$ cat src/rtl/ssr_pkg.sv
// Constants, types and helpers of the segment selector register unit
package ssr_pkg;

  // Segment register encodings; the local table pointer sits after the six
  localparam int         SSR_NSEG    = 7;
  localparam logic [2:0] SSR_SEG_ES  = 3'h0;
  localparam logic [2:0] SSR_SEG_CS  = 3'h1;
  localparam logic [2:0] SSR_SEG_SS  = 3'h2;
  localparam logic [2:0] SSR_SEG_DS  = 3'h3;
  localparam logic [2:0] SSR_SEG_FS  = 3'h4;
  localparam logic [2:0] SSR_SEG_GS  = 3'h5;
  localparam logic [2:0] SSR_SEG_LTP = 3'h6;

  // Selector fields
  localparam int SSR_IDX_MSB  = 15;
  localparam int SSR_IDX_LSB  = 3;
  localparam int SSR_TSEL_BIT = 2;
  localparam int SSR_RP_MSB   = 1;

  // Cached attribute fields
  localparam int SSR_ATTR_W = 4;
  localparam int SSR_ATTR_L = 3;
  localparam int SSR_ATTR_D = 2;

  // Privilege levels
  localparam logic [1:0] SSR_PRIV_KERNEL = 2'h0;
  localparam logic [1:0] SSR_PRIV_USER   = 2'h3;

  // Model-specific addresses of the auxiliary bases
  localparam logic [31:0] SSR_MSR_F_BASE = 32'hc0000100;
  localparam logic [31:0] SSR_MSR_G_BASE = 32'hc0000101;

  // Implemented virtual address width
  localparam int SSR_VA_BITS = 48;

  // Reset values
  localparam logic [15:0]           SSR_SEL_RST   = 16'h0000;
  localparam logic [63:0]           SSR_BASE_RST  = 64'h0000000000000000;
  localparam logic [31:0]           SSR_LIMIT_RST = 32'h0000ffff;
  localparam logic [SSR_ATTR_W-1:0] SSR_ATTR_RST  = 4'h0;
  localparam logic [1:0]            SSR_PRIV_RST  = 2'h0;

  // Kind of memory reference
  typedef enum logic [3:0] {
    SSR_ACC_FETCH  = 4'h1,
    SSR_ACC_DATA   = 4'h2,
    SSR_ACC_STRDST = 4'h4,
    SSR_ACC_STACK  = 4'h8
  } ssr_acc_t;

  // Index zero in the global table
  function automatic logic ssr_is_null(input logic [15:0] sel);
    return sel[SSR_IDX_MSB:SSR_TSEL_BIT] == 14'h0000;
  endfunction

endpackage

$ cat src/rtl/ssr_canon_chk.sv
// Canonical-form check of a virtual address
`timescale 1ns/1ps
module ssr_canon_chk
  import ssr_pkg::*;
(
  // Address under test
  input  wire logic [63:0] i_addr,
  // Result
  output wire logic        o_ok
);

  // Upper bits must all copy the top implemented bit
  assign o_ok = (&i_addr[63:SSR_VA_BITS-1]) | ~(|i_addr[63:SSR_VA_BITS-1]);

endmodule // ssr_canon_chk

$ cat src/rtl/ssr_unit.sv
// Segment selector registers, hidden caches and segment address stage
// Notes on behaviour
// - entry address is table base plus index times eight
// - long mode still scales index by eight
// - table select bit picks global or local base
// - low two selector bits are requester privilege
// - null selector reference faults outside 64-bit mode
// - null loads: code faults, stack conditionally faults
// - feature set: null load clears base, limit, except FS, GS and data registers on privilege-changing return
// - feature clear: null load leaves cache as is
// - six 16-bit selectors, encodings zero to five
// - load copies descriptor into hidden cache
// - code load sets current privilege from descriptor
// - data uses default, strings extra, stack stack
// - 64-bit code base zero, canonical check only
// - 64-bit data and stack bases are zero
// - mode switches leave segment contents untouched
// - auxiliary base added, overflow wraps silently
// - auxiliary overrides checked only for canonical form
// - selector load writes 32-bit auxiliary base
// - privileged model register write loads full base
// - enabled base writes work only 64-bit mode
// - non-canonical auxiliary base write faults
// - compatibility mode ignores upper 32 base bits
// - local table index zero is not null
`timescale 1ns/1ps
module ssr_unit
  import ssr_pkg::*;
(
  // Clock and reset
  input  wire logic        i_clk,
  input  wire logic        i_rst,
  // Mode and feature controls
  input  wire logic        i_mode64,
  input  wire logic        i_null_load_zeroes_base_feature,
  input  wire logic        i_user_base_write_enable,
  input  wire logic [63:0] i_global_descriptor_table_base,
  // Entry address lookup
  input  wire logic        i_xlt_valid,
  input  wire logic [15:0] i_xlt_sel,
  output logic             o_xlt_valid,
  output logic [63:0]      o_xlt_addr,
  output logic [1:0]       o_xlt_requester_privilege,
  output logic             o_xlt_null,
  output logic             o_xlt_fault,
  // Selector load with fetched descriptor
  input  wire logic        i_ld_valid,
  input  wire logic [2:0]  i_ld_seg,
  input  wire logic [15:0] i_ld_sel,
  input  wire logic [63:0] i_ld_base,
  input  wire logic [31:0] i_ld_limit,
  input  wire logic [3:0]  i_ld_attr,
  input  wire logic        i_ld_priv_ret,
  output logic             o_ld_done,
  output logic             o_ld_fault,
  // Model register access
  input  wire logic        i_msr_wr,
  input  wire logic        i_msr_rd,
  input  wire logic [31:0] i_msr_addr,
  input  wire logic [63:0] i_msr_data,
  output logic [63:0]      o_msr_rdata,
  // Base-write instructions
  input  wire logic        i_bw_valid,
  input  wire logic        i_bw_g,
  input  wire logic        i_bw_op32,
  input  wire logic [63:0] i_bw_data,
  output logic             o_wr_fault,
  // Address generation
  input  wire logic        i_agu_valid,
  input  ssr_acc_t         i_agu_kind,
  input  wire logic        i_agu_ovr,
  input  wire logic [2:0]  i_agu_ovr_seg,
  input  wire logic [63:0] i_agu_offs,
  output logic             o_agu_valid,
  output logic [63:0]      o_lin_addr,
  output logic             o_agu_fault,
  // Visible state
  input  wire logic [2:0]  i_rd_seg,
  output logic [15:0]      o_rd_sel,
  output logic [63:0]      o_rd_base,
  output logic [1:0]       o_current_privilege,
  output logic             o_code_long,
  output logic             o_code_dsize
);

  logic [15:0]           sel_reg   [SSR_NSEG];
  logic [63:0]           base_reg  [SSR_NSEG];
  logic [31:0]           limit_reg [SSR_NSEG];
  logic [SSR_ATTR_W-1:0] attr_reg  [SSR_NSEG];
  logic [1:0]            cpl_reg;

  // Load decode
  logic        ld_null;
  logic        ld_bad;
  logic        ld_ok;
  logic        ld_clear;
  logic [63:0] ld_base_c;

  assign ld_null = ssr_is_null(i_ld_sel);
  always_comb begin
    ld_bad = 1'b0;
    if (i_ld_seg > SSR_SEG_LTP) begin
      ld_bad = 1'b1;
    end else if (ld_null && i_ld_seg == SSR_SEG_CS) begin
      ld_bad = 1'b1;
    end else if (ld_null && i_ld_seg == SSR_SEG_SS) begin
      ld_bad = !i_mode64 || cpl_reg == SSR_PRIV_USER;
    end
  end
  assign ld_ok = i_ld_valid && !ld_bad;

  // Data registers reloaded by a privilege-changing return keep their fields
  // Auxiliary registers never lose their hidden fields on a null load
  assign ld_clear = i_null_load_zeroes_base_feature &&
                    i_ld_seg != SSR_SEG_FS && i_ld_seg != SSR_SEG_GS &&
                    !(i_ld_priv_ret && i_ld_seg != SSR_SEG_CS &&
                      i_ld_seg != SSR_SEG_SS && i_ld_seg != SSR_SEG_LTP);

  // Segment descriptors carry a 32-bit base; only the table pointer is wide
  assign ld_base_c = (i_ld_seg == SSR_SEG_LTP) ? i_ld_base
                                               : {32'h0, i_ld_base[31:0]};

  // Auxiliary base writes
  logic        msr_hit;
  logic        wr_req;
  logic        wr_perm;
  logic        wr_canon;
  logic        wr_ok;
  logic [2:0]  wr_seg;
  logic [63:0] wr_val;

  assign msr_hit = i_msr_addr == SSR_MSR_F_BASE || i_msr_addr == SSR_MSR_G_BASE;
  assign wr_req  = (i_msr_wr && msr_hit) || i_bw_valid;
  always_comb begin
    if (i_msr_wr) begin
      wr_seg  = (i_msr_addr == SSR_MSR_G_BASE) ? SSR_SEG_GS : SSR_SEG_FS;
      wr_val  = i_msr_data;
      wr_perm = cpl_reg == SSR_PRIV_KERNEL;
    end else begin
      wr_seg  = i_bw_g ? SSR_SEG_GS : SSR_SEG_FS;
      wr_val  = i_bw_op32 ? {32'h0, i_bw_data[31:0]} : i_bw_data;
      wr_perm = i_user_base_write_enable && i_mode64;
    end
  end

  ssr_canon_chk u_wr_canon (
    .i_addr (wr_val),
    .o_ok   (wr_canon)
  );

  assign wr_ok = wr_req && wr_perm && wr_canon;

  // Hidden caches; mode changes never touch them, only loads and base writes
  always_ff @(posedge i_clk) begin
    if (i_rst) begin
      for (int s = 0; s < SSR_NSEG; s++) begin
        sel_reg[s]   <= SSR_SEL_RST;
        base_reg[s]  <= SSR_BASE_RST;
        limit_reg[s] <= SSR_LIMIT_RST;
        attr_reg[s]  <= SSR_ATTR_RST;
      end
    end else begin
      if (ld_ok) begin
        sel_reg[i_ld_seg] <= i_ld_sel;
        if (!ld_null) begin
          base_reg[i_ld_seg]  <= ld_base_c;
          limit_reg[i_ld_seg] <= i_ld_limit;
          attr_reg[i_ld_seg]  <= i_ld_attr;
        end else if (ld_clear) begin
          base_reg[i_ld_seg]  <= SSR_BASE_RST;
          limit_reg[i_ld_seg] <= 32'h0;
        end
        // Otherwise a null load keeps the cache; the null fault hides it
      end
      if (wr_ok) begin
        base_reg[wr_seg] <= wr_val;
      end
    end
  end

  // Current privilege follows each code load
  always_ff @(posedge i_clk) begin
    if (i_rst) begin
      cpl_reg <= SSR_PRIV_RST;
    end else if (ld_ok && i_ld_seg == SSR_SEG_CS) begin
      cpl_reg <= i_ld_attr[SSR_RP_MSB:0];
    end
  end

  // Load and write answers
  always_ff @(posedge i_clk) begin
    if (i_rst) begin
      o_ld_done  <= 1'b0;
      o_ld_fault <= 1'b0;
      o_wr_fault <= 1'b0;
    end else begin
      o_ld_done  <= ld_ok;
      o_ld_fault <= i_ld_valid && ld_bad;
      o_wr_fault <= wr_req && !wr_ok;
    end
  end

  // Entry address lookup
  logic        xlt_tsel;
  logic [63:0] xlt_off;
  logic [63:0] xlt_tbl;

  assign xlt_tsel = i_xlt_sel[SSR_TSEL_BIT];
  assign xlt_off  = {48'h0, i_xlt_sel[SSR_IDX_MSB:SSR_IDX_LSB], 3'h0};
  assign xlt_tbl  = xlt_tsel ? base_reg[SSR_SEG_LTP]
                             : i_global_descriptor_table_base;

  always_ff @(posedge i_clk) begin
    if (i_rst) begin
      o_xlt_valid               <= 1'b0;
      o_xlt_addr                <= 64'h0;
      o_xlt_requester_privilege <= 2'h0;
      o_xlt_null                <= 1'b0;
      o_xlt_fault               <= 1'b0;
    end else begin
      o_xlt_valid <= i_xlt_valid;
      if (i_xlt_valid) begin
        o_xlt_addr                <= xlt_tbl + xlt_off;
        o_xlt_requester_privilege <= i_xlt_sel[SSR_RP_MSB:0];
        o_xlt_null                <= ssr_is_null(i_xlt_sel);
        // Local table reached while its pointer holds null
        o_xlt_fault <= xlt_tsel && ssr_is_null(sel_reg[SSR_SEG_LTP]);
      end
    end
  end

  // Address generation: segment choice
  logic [2:0]  agu_seg;
  logic [15:0] agu_sel;
  logic [63:0] agu_base;
  logic [31:0] agu_limit;
  logic        agu_aux;
  logic [63:0] agu_lin;
  logic        agu_canon;
  logic        agu_bad;

  always_comb begin
    case (i_agu_kind)
      SSR_ACC_FETCH:  agu_seg = SSR_SEG_CS;
      SSR_ACC_STRDST: agu_seg = SSR_SEG_ES;
      SSR_ACC_STACK:  agu_seg = SSR_SEG_SS;
      default:        agu_seg = i_agu_ovr ? i_agu_ovr_seg : SSR_SEG_DS;
    endcase
  end

  assign agu_sel   = (agu_seg > SSR_SEG_GS) ? SSR_SEL_RST : sel_reg[agu_seg];
  assign agu_base  = (agu_seg > SSR_SEG_GS) ? SSR_BASE_RST : base_reg[agu_seg];
  assign agu_limit = (agu_seg > SSR_SEG_GS) ? 32'h0 : limit_reg[agu_seg];
  assign agu_aux   = agu_seg == SSR_SEG_FS || agu_seg == SSR_SEG_GS;

  always_comb begin
    if (i_mode64) begin
      // Only auxiliary bases count; sum wraps in 64 bits
      agu_lin = agu_aux ? agu_base + i_agu_offs : i_agu_offs;
    end else begin
      agu_lin = {32'h0, agu_base[31:0] + i_agu_offs[31:0]};
    end
  end

  ssr_canon_chk u_agu_canon (
    .i_addr (agu_lin),
    .o_ok   (agu_canon)
  );

  always_comb begin
    if (agu_seg > SSR_SEG_GS) begin
      agu_bad = 1'b1;
    end else if (i_mode64) begin
      agu_bad = !agu_canon;
    end else begin
      agu_bad = ssr_is_null(agu_sel) || i_agu_offs[31:0] > agu_limit;
    end
  end

  always_ff @(posedge i_clk) begin
    if (i_rst) begin
      o_agu_valid <= 1'b0;
      o_lin_addr  <= 64'h0;
      o_agu_fault <= 1'b0;
    end else begin
      o_agu_valid <= i_agu_valid;
      o_agu_fault <= i_agu_valid && agu_bad;
      if (i_agu_valid) begin
        o_lin_addr <= agu_lin;
      end
    end
  end

  // Visible state readback
  always_ff @(posedge i_clk) begin
    if (i_rst) begin
      o_rd_sel    <= SSR_SEL_RST;
      o_rd_base   <= SSR_BASE_RST;
      o_msr_rdata <= 64'h0;
    end else begin
      o_rd_sel  <= (i_rd_seg > SSR_SEG_LTP) ? SSR_SEL_RST : sel_reg[i_rd_seg];
      o_rd_base <= (i_rd_seg > SSR_SEG_LTP) ? SSR_BASE_RST : base_reg[i_rd_seg];
      if (i_msr_rd) begin
        if (i_msr_addr == SSR_MSR_F_BASE) begin
          o_msr_rdata <= base_reg[SSR_SEG_FS];
        end else if (i_msr_addr == SSR_MSR_G_BASE) begin
          o_msr_rdata <= base_reg[SSR_SEG_GS];
        end else begin
          o_msr_rdata <= 64'h0;
        end
      end
    end
  end

  assign o_current_privilege = cpl_reg;
  assign o_code_long         = attr_reg[SSR_SEG_CS][SSR_ATTR_L];
  assign o_code_dsize        = attr_reg[SSR_SEG_CS][SSR_ATTR_D];
endmodule // ssr_unit

$ cat config.mk
export PLATFORM = sky130hd
export DESIGN_NAME = ssr_unit
export DESIGN_NICKNAME = d
export VERILOG_FILES = /design/src/rtl/ssr_pkg.sv /design/src/rtl/ssr_canon_chk.sv /design/src/rtl/ssr_unit.sv
export SDC_FILE = /design/constraint.sdc
export NUM_CORES = 2
export LEC_CHECK = 0
export ABC_AREA = 1
export BUFFER_PORTS_ARGS = -buffer_cell sky130_fd_sc_hd__buf_4
export CAP_MARGIN = 20
export CORE_UTILIZATION = 25
export DETAILED_ROUTE_END_ITERATION = 12
export GPL_ROUTABILITY_DRIVEN = 0
export PLACE_DENSITY = 0.53
export SYNTH_ARGS = -nofsm -noshare
export SYNTH_HDL_FRONTEND = slang
export SYNTH_SLANG_ARGS = --single-unit
$ cat constraint.sdc
create_clock -name i_clk -period 14.34 [get_ports i_clk]
set_clock_uncertainty 0.15 [all_clocks]
set_input_delay 0.717 -clock i_clk [delete_from_list [all_inputs] [get_ports i_clk]]
set_output_delay 0.717 -clock i_clk [all_outputs]
set_load 0.1 [all_outputs]
==> results.toml <==
[detailed_routing]
drt_wl_total_microns = 292800
viasPerCell = 4.960
first_pass_iters = 6
avgRoutedWirePerCell_microns = 25.17
vias = 57703
drt_iter0_markers = 7145
drcViolationCount = 0
ant_nets = 0

[clock_network]
cts_setup_buffers = 0
clock_latency_ps = 800
cts_made_buffers = 139
clkSinkCount = 1118
clkTransAtPathRegs_ps = 60
cts_tree = "built"
htreeDepth = 4
cts_root_buffer = "clkbuf_16"
clk_path_buf_depth = 3

[synth]
yosys.area_share.simple = 0.1956
synth_compound_area_frac = 0.1673
synth_top_family_by_area = "simple AND/OR/NAND/NOR gates"
syn_area_sq_um = 60870
synth.mux.area_fraction = 0.005920
dominantRegCellSynth = "edfxtp_1"
synthXorXnorAreaFrac = 0.009209
synthArstFlopShare = 0
yosysWarnings = 0
yosys.cell_types.count = 61
seq_area_frac_synth = 0.5022
synth-adder-area-share = 0.02286
ys_ff_latch = 1118
avgSynthCellArea_sq_um = 8.049
synth_edf_count = 818
syn_inst = 7562

[floorplan]
die_w_microns = 495.4
initial_core_util = 0.2524
dieArea_sq_um = 245500
die_height_microns = 495.4
core_area_sq_um = 241200
rows = 180
pin_count = 734

[layout]
largest_reg_flops = 512
stdcell_area_sq_um = 74960
final_cell_mix = "nand2_1 (1666), inv_1 (1043), nor2_1 (882)"
syn2layout_area_growth_pct = 23.16
fin_util = 0.3108
drive_gt1_frac = 0.1400
final_common_cell = "nand2_1"
nets = 8861

[sta]
drv_slew = 0
rsz0062_at_grt = "false"
tightest_slew_ps = 1178
max_freq_mhz = 162.7
worst_slack_ps = 8192
min_period_ps = 6148
setup-violations-final = 0
fin_tns_setup_ps = 0
max-slew-margin-rel = 0.2063
whs_ps = 74.95
post-route-period-util = 0.4287
hold_viol = 0

[global_route]
grt_first_pass_wirelength_microns = 399500
antenna_found_initial = 41
grt_pass1_vias = 53472
grtUsageTotal = 0.2297
grt_max_degree = 171
grt-ovfl-total = 0

[power]
p_leak_nw = 32.96
power_frac_comb = 0.240
netSwitchingFraction = 0.3478
seqPwrFrac = 0.394
power_density_nw_per_um2 = 129.3
internal_power_mw = 6.322
p_clk_frac = 0.366
power_switching_mw = 3.371
ir_drop_mv = 0.08764

[hold_path]
hp-class = "in -> reg"

[setup_path]
arrival_ps = 6410
cp-start-kind = "flip-flop"
crit_slowest_cell = "nand2_4"
critical_path.cell_chain = "a21oi_1 > o21ai_1 > nand2_1 > o21ai_2 > nor2_4 > inv_4 > nor2_8 > inv_6 > nor2_8 > buf_4 > nor2_4 > nor2_1 > nand3_4 > nand2_4 > buf_4"
worst-path-buf-inv = 4
critPathTopFamily = "simple AND/OR/NAND/NOR gates"
max_stage_delay_ps = 1080
critPathRequiredTime_ps = 14600
cp-end-kind = "flip-flop"
path_class = "reg -> reg"
path_max_fanout = 51

[place]
place_area_sq_um = 70230
hpwl_microns = 216800
io_buffers = 733
dp_slack_ps = 7647

[flow_run]
drv_cap = 0

[outcome]
status = "finished clean"
## Yosys cell counts, types with 21 or more instances
cell type | number | area share
nor2_1 | 887 | 0.055
o21bai_1 | 22 | 0.0027
or2_2 | 22 | 0.0023
o21ai_1 | 38 | 0.0031
buf_1 | 39 | 0.0024
nand2_1 | 1675 | 0.10
nor3_1 | 70 | 0.0058
a31oi_1 | 89 | 0.0091
nand3_1 | 131 | 0.011
inv_2 | 50 | 0.0031
o221ai_1 | 114 | 0.016
buf_2 | 46 | 0.0038
ha_1 | 108 | 0.022
clkbuf_1 | 327 | 0.020
nand4_1 | 41 | 0.0042
nand3_2 | 31 | 0.0051
a22oi_1 | 23 | 0.0028
mux2i_1 | 36 | 0.0059
nor4_1 | 44 | 0.0045
o211ai_1 | 196 | 0.024
inv_1 | 1050 | 0.065
xor2_1 | 43 | 0.0062
o22ai_1 | 21 | 0.0022
o2111ai_1 | 24 | 0.0035
dfxtp_1 | 300 | 0.099
a21oi_1 | 485 | 0.040
o21ai_0 | 714 | 0.059
xnor2_1 | 21 | 0.0030
edfxtp_1 | 818 | 0.40
## cell families (layout without fill, tap and decap cells)
logic type                 count (synthesis)  in the layout
muxes                                     36             36
buffers and inverters                   1534           2186
and+or+nand+nor                         2939           2939
other                                      1            235
adders and majority gates                110            110
DFF                                     1118           1118
xor gates and xnor gates                  64             64
AOI/OAI and AO/OA                       1760           1760
## power by group through the flow
stage | combinational, mW | clock (mW) | sequential, mW
finish | 2.32 | 3.55 | 3.82
global route | 2.46 | 3.73 | 3.84
CTS | 2.30 | 3.61 | 3.82
detailed placement | 2.29 | 0 | 3.89
global placement | 2.28 | 0 | 3.88
floorplan | 0.975 | 0 | 4.29
## worst min-delay path: cells and delay by family
| kind | cells | cell delay (ps) |
|---|---|---|
| buffers and inverters | 2 | 110 |
| AND/OR/NAND/NOR | 1 | 90 |
## worst paths after layout
check,start,to,slack (ps),depth (start not counted)
max,o_current_privilege[0],base_reg[3][49],8190,15
min,i_ld_attr[3],attr_reg[1][3],70,3
max reg2reg,o_current_privilege[0],base_reg[3][49],8190,15
min reg2reg,sel_reg[6][1],sel_reg[6][1],310,2
## what timing repair did
action	4_1_cts	5_1_grt
gates resized for setup	0	0
hold buffers	7	0
hold endpoints to repair	7	0
## area by class of cell
class	count	area, sq um
fill	25608	166200
sequential	1118	30570
multi-input combinational	5117	25330
timing repair buffer	819	6242
inverter	1108	4194
clock buffer	199	4010
tap	3185	3985
clock inverter	60	563.0
antenna	27	67.56
## metal layers
layer	GRT usage	routed length [microns]
met5	0	67
met4	0.1250	16350
met3	0.04043	23960
met2	0.3680	134800
met1	0.2925	117600
## stage by stage
stage	power [mW]	instances
global route	10.03	11622
floorplan	5.267	7769
detailed placement	6.179	11338
global placement	6.163	11334
CTS	9.732	11604
finish	9.693	11633
Power figures use the tool's default switching activity.
